--- config.mk ---
export PLATFORM = sky130hd
export DESIGN_NAME = rmi_mac_side_interface
export DESIGN_NICKNAME = d
export VERILOG_FILES = /design/src/verilog/rmi_pkg.sv /design/src/verilog/rmi_mac_side_interface.sv
export VERILOG_INCLUDE_DIRS = /design/src /design/src/verilog
export SDC_FILE = /design/constraint.sdc
export NUM_CORES = 1
export LEC_CHECK = 0
export ABC_AREA = 1
export BUFFER_PORTS_ARGS = -buffer_cell sky130_fd_sc_hd__buf_2
export CAP_MARGIN = 40
export CORE_UTILIZATION = 54
export CTS_CLUSTER_SIZE = 40
export DETAILED_ROUTE_END_ITERATION = 16
export PLACE_DENSITY = 0.8
export RECOVER_POWER = 50
export SETUP_SLACK_MARGIN = 0.4
export SYNTH_ARGS = -nofsm -noshare
export SYNTH_HDL_FRONTEND = slang
export SYNTH_SLANG_ARGS = --single-unit
export TNS_END_PERCENT = 50
--- constraint.sdc ---
create_clock -name mclk -period 1.77 [get_ports mclk]
set_input_delay 0.4425 -clock mclk [delete_from_list [all_inputs] [get_ports mclk]]
set_output_delay 0.4425 -clock mclk [all_outputs]
set_load 0.02 [all_outputs]
--- src/verilog/rmi_defs.svh ---
// Register offsets, field positions, reset values and timing counts
`ifndef RMI_DEFS_SVH
`define RMI_DEFS_SVH
`define RMI_REG_CTRL 16'h0032
`define RMI_REG_DELAY 16'h0086
`define RMI_REG_STRAP 16'h0060
`define RMI_SMI_EXTADDR 5'h0D
`define RMI_SMI_EXTDATA 5'h0E
`define RMI_OP_READ 2'b10
`define RMI_OP_WRITE 2'b01
`define RMI_CTRL_RGMII_EN 7
`define RMI_CTRL_TX_SHIFT 1
`define RMI_CTRL_RX_SHIFT 0
`define RMI_CTRL_RESET 16'h0000
`define RMI_DELAY_RESET 16'h0000
`define RMI_SKEW_STEP_PS 250
`define RMI_MCLK_KHZ 250000
`define RMI_CLK_KHZ_1000 125000
`define RMI_CLK_KHZ_100 25000
`define RMI_CLK_KHZ_10 2500
`define RMI_HALF(k) (`RMI_MCLK_KHZ / (2 * (k)) - 1)
`endif

--- src/verilog/rmi_pkg.sv ---
// Types shared by the MAC-side interface
package rmi_pkg;
   typedef enum logic [1:0] {RMI_SPD_10, RMI_SPD_100, RMI_SPD_1000}
      rmi_speed_type;
   typedef struct packed
   {
      logic valid;
      logic error;
      logic [7:0] data;
   } rmi_beat_type;
   typedef enum logic [1:0] {SMI_IDLE, SMI_HEAD, SMI_TURN, SMI_DATA}
      rmi_smi_state_type;
endpackage

--- src/verilog/rmi_mac_side_interface.sv ---
// PHY-side reduced gigabit MAC interface with management registers
`timescale 1ns/100ps
`include "rmi_defs.svh"
module rmi_mac_side_interface
#(
   parameter logic [4:0] PHY_ADDR = 5'h00
)
(
   // Clock and reset
   input wire logic mclk,
   input wire logic srst,
   // Strap
   input wire logic interfaceSelectStrapPin,
   // Line side
   input wire rmi_pkg::rmi_speed_type linkSpeed,
   input wire rmi_pkg::rmi_beat_type rxBeat,
   output logic rxTake,
   output rmi_pkg::rmi_beat_type txBeat,
   output logic txStrobe,
   // MAC receive pins
   output logic rxClkPin,
   output logic [7:0] rxdPin,
   output logic rxCtlPin,
   output logic rxErPin,
   // MAC transmit pins
   input wire logic txClkPin,
   input wire logic [7:0] txdPin,
   input wire logic txCtlPin,
   input wire logic txErPin,
   // Management pins
   input wire logic mdcPin,
   input wire logic mdioIn,
   output logic mdioOut,
   output logic mdioOe,
   // Mode and skew to the delay lines
   output logic rgmiiMode,
   output logic [3:0] txSkewSel,
   output logic [3:0] rxSkewSel
);
   import rmi_pkg::*;

   logic [10:0] txS1_r, txS2_r, txS3_r;
   logic [1:0] smiS1_r, smiS2_r, smiS3_r;
   logic strapS1_r, strapS2_r, strapDone_r, strapVal_r;
   logic [15:0] ctrl_r, delay_r, extAddr_r;
   rmi_smi_state_type smiState_r;
   logic [1:0] smiHist_r;
   logic [11:0] smiHead_r;
   logic [4:0] smiCnt_r, smiAddr_r;
   logic [15:0] smiShift_r, smiWrData_r;
   logic smiRead_r, smiMine_r, smiWr_r;
   rmi_speed_type speed_r;
   logic [7:0] halfCnt_r;
   rmi_beat_type cur_r;
   logic nibHi_r;
   logic riseCtl_r, txNib_r, txErrLow_r, txBusy_r;
   logic [3:0] riseD_r, txLow_r;

   function automatic logic [7:0] halfCount(input rmi_speed_type s);
      unique case (s)
         RMI_SPD_1000: halfCount = 8'(`RMI_HALF(`RMI_CLK_KHZ_1000));
         RMI_SPD_100: halfCount = 8'(`RMI_HALF(`RMI_CLK_KHZ_100));
         RMI_SPD_10: halfCount = 8'(`RMI_HALF(`RMI_CLK_KHZ_10));
         // The unused fourth code falls back to the slowest rate
         default: halfCount = 8'(`RMI_HALF(`RMI_CLK_KHZ_10));
      endcase
   endfunction

   function automatic logic [15:0] smiReadData(input logic [4:0] a);
      smiReadData = 16'h0000;
      if (a == `RMI_SMI_EXTADDR)
         smiReadData = extAddr_r;
      else if (a == `RMI_SMI_EXTDATA)
      begin
         if (extAddr_r == `RMI_REG_CTRL)
            smiReadData = ctrl_r;
         else if (extAddr_r == `RMI_REG_DELAY)
            smiReadData = delay_r;
         else if (extAddr_r == `RMI_REG_STRAP)
            smiReadData = {15'h0000, strapVal_r};
      end
   endfunction

   // ------------------------------------------------------------
   // Synchronisers
   // ------------------------------------------------------------
   always_ff @(posedge mclk)
   begin
      txS1_r <= {txClkPin, txCtlPin, txErPin, txdPin};
      txS2_r <= txS1_r;
      txS3_r <= txS2_r;
      smiS1_r <= {mdcPin, mdioIn};
      smiS2_r <= smiS1_r;
      smiS3_r <= smiS2_r;
      strapS1_r <= interfaceSelectStrapPin;
      strapS2_r <= strapS1_r;
   end

   wire mdcRise = smiS2_r[1] & ~smiS3_r[1];
   wire smiBit = smiS3_r[0];
   wire [11:0] headNxt = {smiHead_r[10:0], smiBit};
   wire gmii = ~ctrl_r[`RMI_CTRL_RGMII_EN];
   wire nibbleMode = speed_r != RMI_SPD_1000;

   // ------------------------------------------------------------
   // Management frame slave
   // ------------------------------------------------------------
   // Data is taken from the stage before the edge, so it is the value
   // that was stable while the clock was still low.
   always_ff @(posedge mclk)
   begin
      if (srst)
      begin
         smiState_r <= SMI_IDLE;
         smiHist_r <= 2'b00;
         smiHead_r <= 12'h000;
         smiCnt_r <= 5'h00;
         smiAddr_r <= 5'h00;
         smiShift_r <= 16'h0000;
         smiWrData_r <= 16'h0000;
         smiRead_r <= 1'b0;
         smiMine_r <= 1'b0;
         smiWr_r <= 1'b0;
         mdioOut <= 1'b0;
         mdioOe <= 1'b0;
      end
      else
      begin
         smiWr_r <= 1'b0;
         if (mdcRise)
         begin
            unique case (smiState_r)
               SMI_IDLE:
               begin
                  smiHist_r <= {smiHist_r[0], smiBit};
                  if ({smiHist_r, smiBit} == 3'b101)
                  begin
                     smiState_r <= SMI_HEAD;
                     smiCnt_r <= 5'h00;
                  end
               end
               SMI_HEAD:
               begin
                  smiHead_r <= headNxt;
                  smiCnt_r <= smiCnt_r + 5'h01;
                  if (smiCnt_r == 5'd11)
                  begin
                     smiState_r <= SMI_TURN;
                     smiCnt_r <= 5'h00;
                     smiRead_r <= headNxt[11:10] == `RMI_OP_READ;
                     smiMine_r <= headNxt[9:5] == PHY_ADDR;
                     smiAddr_r <= headNxt[4:0];
                     smiShift_r <= smiReadData(headNxt[4:0]);
                  end
               end
               SMI_TURN:
               begin
                  smiCnt_r <= smiCnt_r + 5'h01;
                  if (smiCnt_r == 5'h00)
                  begin
                     mdioOe <= smiRead_r & smiMine_r;
                     mdioOut <= 1'b0;
                  end
                  else
                  begin
                     smiState_r <= SMI_DATA;
                     smiCnt_r <= 5'h00;
                     if (smiRead_r)
                     begin
                        mdioOut <= smiShift_r[15];
                        smiShift_r <= {smiShift_r[14:0], 1'b0};
                     end
                  end
               end
               SMI_DATA:
               begin
                  smiCnt_r <= smiCnt_r + 5'h01;
                  smiShift_r <= {smiShift_r[14:0], smiBit};
                  mdioOut <= smiShift_r[15];
                  if (smiCnt_r == 5'd15)
                  begin
                     smiState_r <= SMI_IDLE;
                     smiHist_r <= 2'b00;
                     mdioOe <= 1'b0;
                     mdioOut <= 1'b0;
                     smiWr_r <= ~smiRead_r & smiMine_r;
                     smiWrData_r <= {smiShift_r[14:0], smiBit};
                  end
               end
            endcase
         end
      end
   end

   // ------------------------------------------------------------
   // Registers and strap
   // ------------------------------------------------------------
   always_ff @(posedge mclk)
   begin
      if (srst)
      begin
         strapDone_r <= 1'b0;
         strapVal_r <= 1'b0;
         ctrl_r <= `RMI_CTRL_RESET;
         delay_r <= `RMI_DELAY_RESET;
         extAddr_r <= 16'h0000;
      end
      else if (!strapDone_r)
      begin
         strapDone_r <= 1'b1;
         strapVal_r <= strapS2_r;
         ctrl_r[`RMI_CTRL_RGMII_EN] <= ~strapS2_r;
      end
      else if (smiWr_r)
      begin
         if (smiAddr_r == `RMI_SMI_EXTADDR)
            extAddr_r <= smiWrData_r;
         else if (smiAddr_r == `RMI_SMI_EXTDATA)
         begin
            if (extAddr_r == `RMI_REG_CTRL)
               ctrl_r <= smiWrData_r;
            else if (extAddr_r == `RMI_REG_DELAY)
               delay_r <= smiWrData_r;
         end
      end
   end

   // Delay lines are analog; the codes below pick one of 16 taps
   always_ff @(posedge mclk)
   begin
      if (srst)
      begin
         rgmiiMode <= 1'b0;
         txSkewSel <= 4'h0;
         rxSkewSel <= 4'h0;
      end
      else
      begin
         rgmiiMode <= ctrl_r[`RMI_CTRL_RGMII_EN];
         txSkewSel <= ctrl_r[`RMI_CTRL_TX_SHIFT] ? delay_r[7:4] : 4'h0;
         rxSkewSel <= ctrl_r[`RMI_CTRL_RX_SHIFT] ? delay_r[3:0] : 4'h0;
      end
   end

   // ------------------------------------------------------------
   // Receive clock
   // ------------------------------------------------------------
   // A new rate only takes effect on a whole phase, so a phase is
   // stretched or shortened but never cut into a glitch.
   always_ff @(posedge mclk)
   begin
      if (srst)
      begin
         speed_r <= RMI_SPD_10;
         halfCnt_r <= 8'h00;
         rxClkPin <= 1'b0;
      end
      else if (halfCnt_r == 8'h00)
      begin
         rxClkPin <= ~rxClkPin;
         if (rxClkPin && !cur_r.valid && !txBusy_r && linkSpeed != speed_r)
         begin
            speed_r <= linkSpeed;
            halfCnt_r <= halfCount(linkSpeed);
         end
         else
            halfCnt_r <= halfCount(speed_r);
      end
      else
         halfCnt_r <= halfCnt_r - 8'h01;
   end

   wire riseNow = halfCnt_r == 8'h00 && !rxClkPin;
   wire fallNow = halfCnt_r == 8'h00 && rxClkPin;

   // ------------------------------------------------------------
   // Receive path
   // ------------------------------------------------------------
   always_ff @(posedge mclk)
   begin
      if (srst)
      begin
         rxdPin <= 8'h00;
         rxCtlPin <= 1'b0;
         rxErPin <= 1'b0;
         rxTake <= 1'b0;
         cur_r <= '0;
         nibHi_r <= 1'b0;
      end
      else
      begin
         rxTake <= 1'b0;
         if (riseNow && nibbleMode && nibHi_r)
         begin
            nibHi_r <= 1'b0;
            rxdPin <= {4'h0, cur_r.data[7:4]};
            rxCtlPin <= cur_r.valid;
            rxErPin <= gmii & cur_r.error;
         end
         else if (riseNow)
         begin
            cur_r <= rxBeat;
            rxTake <= 1'b1;
            nibHi_r <= nibbleMode;
            rxdPin <= (gmii && !nibbleMode) ? rxBeat.data
                      : {4'h0, rxBeat.data[3:0]};
            rxCtlPin <= rxBeat.valid;
            rxErPin <= gmii & rxBeat.error;
         end
         else if (fallNow && !gmii)
         begin
            rxCtlPin <= cur_r.valid ^ cur_r.error;
            if (!nibbleMode)
               rxdPin <= {4'h0, cur_r.data[7:4]};
            // At 10/100 the nibble simply stays for the falling edge
         end
      end
   end

   // ------------------------------------------------------------
   // Transmit path
   // ------------------------------------------------------------
   // Oversampling at twice a 125 MHz clock is too coarse; the
   // sampled path suits the 10/100 rates and slow bench clocks. A stopped
   // transmit clock simply yields no events.
   wire txRise = txS2_r[10] & ~txS3_r[10];
   wire txFall = ~txS2_r[10] & txS3_r[10];
   wire txEv = gmii ? txRise : txFall;
   wire evEn = gmii ? txS3_r[9] : riseCtl_r;
   wire evErr = gmii ? txS3_r[8] : riseCtl_r ^ txS3_r[9];
   wire [3:0] evNib = gmii ? txS3_r[3:0] : riseD_r;
   wire [7:0] evByte = gmii ? txS3_r[7:0] : {txS3_r[3:0], riseD_r};

   always_ff @(posedge mclk)
   begin
      if (srst)
      begin
         riseCtl_r <= 1'b0;
         riseD_r <= 4'h0;
      end
      else if (txRise)
      begin
         riseCtl_r <= txS3_r[9];
         riseD_r <= txS3_r[3:0];
      end
   end

   always_ff @(posedge mclk)
   begin
      if (srst)
      begin
         txBeat <= '0;
         txStrobe <= 1'b0;
         txNib_r <= 1'b0;
         txLow_r <= 4'h0;
         txErrLow_r <= 1'b0;
         txBusy_r <= 1'b0;
      end
      else
      begin
         txStrobe <= 1'b0;
         if (txEv && !nibbleMode)
         begin
            txBeat <= {evEn, evErr, evByte};
            txStrobe <= 1'b1;
            txBusy_r <= evEn;
         end
         else if (txEv && evEn && txNib_r)
         begin
            txBeat <= {1'b1, evErr | txErrLow_r, evNib, txLow_r};
            txStrobe <= 1'b1;
            txNib_r <= 1'b0;
         end
         else if (txEv && evEn)
         begin
            txLow_r <= evNib;
            txErrLow_r <= evErr;
            txNib_r <= 1'b1;
            txBusy_r <= 1'b1;
         end
         else if (txEv)
         begin
            txNib_r <= 1'b0;
            txBusy_r <= 1'b0;
         end
      end
   end
endmodule

Word level (Yosys, flattened, before mapping)
Index checks and enable logic that the tools add are counted.
{"block": "op_classes", "n_addsub": 2, "n_eq_ne": 34, "muxes": 61, "n_bitwise": 27, "reduce_logical": 53}
{"op": "two-way mux 16 bit", "count": 7}
{"op": "two-way mux 8 bit", "count": 11}
{"op": "case mux 16 bit (3 select lines)", "count": 1}
{"op": "== test 5 x 4 -> 1 bit, second input constant", "count": 6}
{"op": "two-way mux 1 bit", "count": 24}
{"op": "case mux 6 bit (2 select lines)", "count": 2}
{"op": "two-way mux 10 bit", "count": 2}
{"op": "case mux 5 bit (4 select lines)", "count": 1}
{"op": "!= test 2 bit, second input constant", "count": 9}
{"op": "AND reduction 3 bit", "count": 6}
{"op": "NOT 1 bit", "count": 17}
{"op": "== test 16 x 6 -> 1 bit, second input constant", "count": 1}
{"op": "== test 16 x 7 -> 1 bit, second input constant", "count": 1}
{"op": "== test 16 x 8 -> 1 bit, second input constant", "count": 1}
{"op": "AND reduction 2 bit", "count": 8}
{"op": "two-way mux 5 bit", "count": 3}
{"op": "AND reduction 5 bit", "count": 3}
{"op": "logical AND 1 bit", "count": 12}
{"op": "nonzero test 3 bit", "count": 4}
{"op": "== test 2 bit, second input constant", "count": 5}
{"op": "logical NOT 5 bit", "count": 2}
{"op": "nonzero test 2 bit", "count": 5}
{"op": "logical NOT 8 bit", "count": 1}
{"op": "two-way mux 2 bit", "count": 4}
{"op": "other kinds (21)", "count": 41}
{"block": "totals", "register_bits": 218, "inputBits": 28, "out_inout_bits": 34, "elab_cells": 228}

Logic depth before layout (Yosys ltp)
{"block": "logic_depth", "ltp_word": 8, "ltp_mapped": 12, "ltp_nobuf": 12}

Least setup slack after synthesis
No wires, ideal clock.
{"block": "synth_path", "kind": "reg-to-reg", "startpoint": "register speed_r[0]", "endpoint": "register rxdPin[0]", "setup_time_ns": 0.109, "t_arrival_ns": 1.555, "required_ns": 1.661, "setup_slack_ns": 0.106, "path_stages_with_launch": 11, "n_path_buf": 1, "synth_period_minus_slack_ns": 1.664, "path_cell_list": "dfxtp_1 > inv_1 > ha_1 > inv_1 > buf_2 > nand2_1 > nand2_1 > inv_2 > o21a_1 > nand2_1 > inv_1"}
{"block": "synth_via", "elab_chain_len": 5, "elab_cells_between_ends": 7, "cone_classes": "eq/ne (2); mux (1); reduce/logical (4)"}
{"item": "start: declaration", "line": "rmi_mac_side_interface.sv:52", "source": "rmi_speed_type speed_r;"}
{"item": "start signal: assignment", "line": "rmi_mac_side_interface.sv:263", "source": "speed_r <= linkSpeed;"}
{"item": "!= test 2 bit *", "line": "rmi_mac_side_interface.sv:103", "source": "wire nibbleMode = speed_r != RMI_SPD_1000;"}
{"item": "logical AND 1 bit (2 in a row)", "line": "rmi_mac_side_interface.sv:293", "source": "if (riseNow && nibbleMode && nibHi_r)"}
{"item": "!= test 3 x 1 -> 1 bit (no source line) or nonzero test 3 bit (tied branches)"}
{"item": "AND reduction 2 bit (no source line)"}
{"item": "end signal: assignment", "line": "rmi_mac_side_interface.sv:296", "source": "rxdPin <= {4'h0, cur_r.data[7:4]};"}
{"item": "end signal: assignment", "line": "rmi_mac_side_interface.sv:305", "source": "rxdPin <= (gmii && !nibbleMode) ? rxBeat.data"}
{"item": "end signal: assignment", "line": "rmi_mac_side_interface.sv:314", "source": "rxdPin <= {4'h0, cur_r.data[7:4]};"}
{"item": "end: declaration", "line": "rmi_mac_side_interface.sv:22", "source": "output logic [7:0] rxdPin,"}
Every way passes the cells marked *; elsewhere a longest branch is shown, timed or not.
A chain may end at the register's enable or synchronous reset.

Final worst setup path
{"block": "layout_path", "startpoint": "register halfCnt_r[0]", "endpoint": "register halfCnt_r[2]"}
{"block": "layout_via", "elab_chain_len": 2, "elab_cells_between_ends": 3, "cone_classes": "add/sub (1); mux (1); reduce/logical (1)"}
{"item": "start: declaration", "line": "rmi_mac_side_interface.sv:53", "source": "logic [7:0] halfCnt_r;"}
{"item": "start signal: assignment", "line": "rmi_mac_side_interface.sv:264", "source": "halfCnt_r <= halfCount(linkSpeed);"}
{"item": "start signal: assignment", "line": "rmi_mac_side_interface.sv:267", "source": "halfCnt_r <= halfCount(speed_r);"}
{"item": "start signal: assignment", "line": "rmi_mac_side_interface.sv:270", "source": "halfCnt_r <= halfCnt_r - 8'h01;"}
{"item": "subtractor 8 x 1 -> 8 bit or logical NOT 8 bit (tied branches)", "line": "rmi_mac_side_interface.sv:270, rmi_mac_side_interface.sv:258"}
{"item": "two-way mux 8 bit *", "line": "rmi_mac_side_interface.sv:258", "source": "else if (halfCnt_r == 8'h00)"}
Marked as above.

==> metrics.md <==
| Metric | Value |
|---|---|
| DP Cell Count | `1,390` |
| Mean post-synth cell area | `7.61 sq um` |
| CP max stage cell | `nor2_1` |
| Post-Synth Simple-Gate Area | `0.219` |
| Clock Tree Buf Depth | `3` |
| DRT iter0 DRCs | `885` |
| DPL Wire Length | `13,300 microns` |
| Max Fclk | `599 MHz` |
| IO buf count | `61` |
| Seq cells post-synth | `214` |
| GRT Overall Usage | `0.261` |
| Min-delay worst type | `in2reg` |
| Clock tree from TritonCTS | `built` |
| Internal cell power | `9.01 mW` |
| Initial antenna violation count | `0` |
| Vias in the first global route | `7,434` |
| DRC viols | `0` |
| Drt wl/cell | `16.6 microns` |
| GR Layer Usage met3 | `0.0387` |
| Req. time, crit path | `2.16 ns` |
| Pwr Density | `1130 nW/um^2` |
| Worst-path clk slew | `0.07 ns` |
| Switching Share | `0.299` |
| Combinational power share | `0.203` |
| RSZ-0062 raised after global routing | `true` |
| Die ar. | `16,500 sq um` |
| Setup_tns | `0 ns` |
| Top Usage Layer GRT | `met2` |
| Hold Vio Cnt, Final | `0` |
| Num CTS Buffers | `22` |
| CP max FO | `4` |
| Critical Path, Cell by Cell | `inv_2 > ha_4 > nand4_1 > nor2_1 > nand3_1 > o211ai_1 > inv_1` |
| R2R setup slack | `0.10 ns` |
| Nets | `1,292` |
| Clock share of power | `0.381` |
| Placement row count | `45` |
| Reg power frac | `0.416` |
| CP startpoint kind | `flip-flop` |
| Total grt overflow | `0` |
| Min Tclk post-route | `1.67 ns` |
| Grt met1 use | `0.343` |
| Crit path capture type | `flip-flop` |
| Synth Warn # | `0` |
| Cell Count, Final, Fillers Out | `1,476` |
| WHS | `0.0256 ns` |
| DP Area | `9370 sq um` |
| Synth Area in Compound Gates | `0.169` |
| Syn Nets | `1,174` |
| Layout cell share with drive strength beyond 1 | `0.303` |
| Largest net degree at the start of global routing | `46` |
| Max-cap viol count | `0` |
| Drt total wl | `24,600 microns` |
| Final Slew Violations | `0` |
| First-pass GRT wire length | `35,200 microns` |
| Clock Sinks | `214` |
| Xor/xnor cell area share of the yosys netlist | `0.00914` |
| CP peak stage delay | `0.37 ns` |
| Drt pass-1 iters | `9` |
| CP arrival | `2.06 ns` |
| Adder-cell share of the synthesized area | `0.0189` |
| Antenna Nets Post-Route | `0` |
| Total number of vias | `8,312` |
| Max IR drop VDD | `0.932 mV` |
| Clock Skews | `0.0154 ns` |
| Fin crit share | `0.943` |
| Vias per cell | `5.63` |
| Root Buffer | `clkbuf_16` |
| Worst-Margin Slew | `0.865 ns` |
| Status | `completed` |
| Sw power | `3.84 mW` |
| RePlAce Congestion | `0.846` |
| Max-slew headroom at the worst pin | `0.423` |
| Lkg Pwr | `4.78 nW` |
| Final Instance Area | `11,400 sq um` |
| H-Tree Depth | `1` |
| Initial core utilization | `0.561` |
| # setup viols final | `0` |
| Critical path class | `reg2reg` |
| Clk Latency, worst-skew pair | `0.52 ns` |
| Post-synthesis mux area share | `0.00116` |
| Register area share after synthesis | `0.497` |
| Post-synth top flop | `dfxtp_1` |
| Core Region | `15,400 sq um` |
| Area grow syn2layout | `32.2%` |
| Cells after Synth | `1,133` |
| Number of flops mapped to enable cells by yosys | `0` |
| Post-synthesis async set-or-reset flop share | `0` |
| Die X | `128 microns` |
| Main combinational cell family by area after synthesis | `simple AND/OR/NAND/NOR gates` |
| Num ports | `62` |
| N_diodes | `0` |
| Global-route met2 utilization | `0.439` |
| Unique masters post-synth | `45` |
| Die height | `128 microns` |
| Synth Cell Area | `8620 sq um` |
-- critical path: cells and delay by family, from the launching register on --
family / cells / cell delay, ns
AND/OR/NAND/NOR: 3 / 0.66
flip-flops: 1 / 0.33
buffers and inverters: 2 / 0.20
adder cells (fa/ha/maj): 1 / 0.18
AO/OA/AOI/OAI: 1 / 0.17
-- stage by stage --
step / util / worst slack, ns / total power, mW
finish: 0.742 / 0.101 / 12.8
global route: 0.742 / -0.0290 / 13.3
CTS: 0.704 / 0.203 / 12.2
detailed placement: 0.609 / -0.128 / 7.00
global placement: 0.609 / -0.112 / 6.96
floorplan: - / 0.343 / 6.58
-- per-layer routing --
layer,vias up,share of wire
met1,3906,0.41
li1,3901,-
met5,-,0
met4,0,0.039
met3,95,0.071
met2,410,0.48
-- Yosys cell counts, types with 6 or more instances --
cell type / number / area, sq um
nand4_1: 9 / 56.3
inv_1: 130 / 488
xor2_1: 7 / 61.3
inv_2: 10 / 37.5
o21ai_0: 112 / 561
nor2_1: 123 / 462
nor2_2: 6 / 37.5
o21ai_1: 23 / 115
dfxtp_1: 214 / 4280
nand3_1: 45 / 225
a21oi_1: 118 / 591
clkbuf_1: 32 / 120
nor3_1: 6 / 30.0
nand2_1: 216 / 811
nor2_4: 6 / 67.6
ha_1: 13 / 163
a31oi_1: 9 / 56.3
-- flip-flops by register name, summed over array words and instances, names as in the netlist, 5 cells and up --
| register | count |
|---|---|
| ctrl_r | 16 |
| delay_r | 16 |
| extAddr_r | 16 |
| smiShift_r | 16 |
| smiWrData_r | 16 |
| smiHead_r | 11 |
| txS1_r | 11 |
| txS2_r | 11 |
| txS3_r | 11 |
| txBeat | 10 |
| halfCnt_r | 8 |
| rxdPin | 8 |
| cur_r | 6 |
| smiAddr_r | 5 |
| smiCnt_r | 5 |
-- layout make-up --
class                      count  area [sq um]
multi-input combinational    733          4340
sequential                   214          4330
fill                        1019          3970
timing repair buffer         135          1090
clock buffer                  26           596
inverter                     143           591
tap                          211           264
clock inverter                12           171
timing repair inverter         2          13.8
-- power groups by stage --
stage               Sequential, mW  Combinational, mW  Clock (mW)
global route                  5.37               2.77        5.15
floorplan                     5.40               1.18           0
global placement              5.39               1.58           0
CTS                           5.30               2.00        4.93
finish                        5.35               2.60        4.90
detailed placement            5.39               1.61           0
-- worst paths after layout --
kind | from | cells past startpoint | to
setup / recovery | halfCnt_r[0] | 7 | halfCnt_r[2]
hold / removal | txdPin[1] | 1 | txS1_r[1]
setup reg to reg | halfCnt_r[0] | 7 | halfCnt_r[2]
hold reg to reg | txS1_r[9] | 0 | txS2_r[9]
-- layout by cell type, fill, tap and decap left out, types with 16 or more instances in the layout --
cell / instances
dfxtp_2: 22
o21ai_0: 85
a21oi_2: 25
nand3_1: 34
inv_2: 21
nor2_4: 23
nor2_2: 18
a21oi_1: 93
nand2_2: 16
buf_2: 58
nand2_1: 192
nor2_1: 94
clkbuf_16: 25
o21ai_1: 30
inv_1: 110
buf_4: 42
dfxtp_1: 186
-- cell families after synthesis --
family,count (synthesis)
xor+xnor,9
simple gates,430
fa+ha+maj,13
buf+inv,187
flops,214
compound gates,279
mux,1
-- timing repair --
item,CTS,global route
hold endpoints to repair,0,0
resized for setup,139,135
buffers inserted,22,17
cloned,4,5
setup endpoints to repair,164,187
hold buffers,0,0
pin swaps,40,49
No activity file was read; power rests on OpenSTA's default activity.
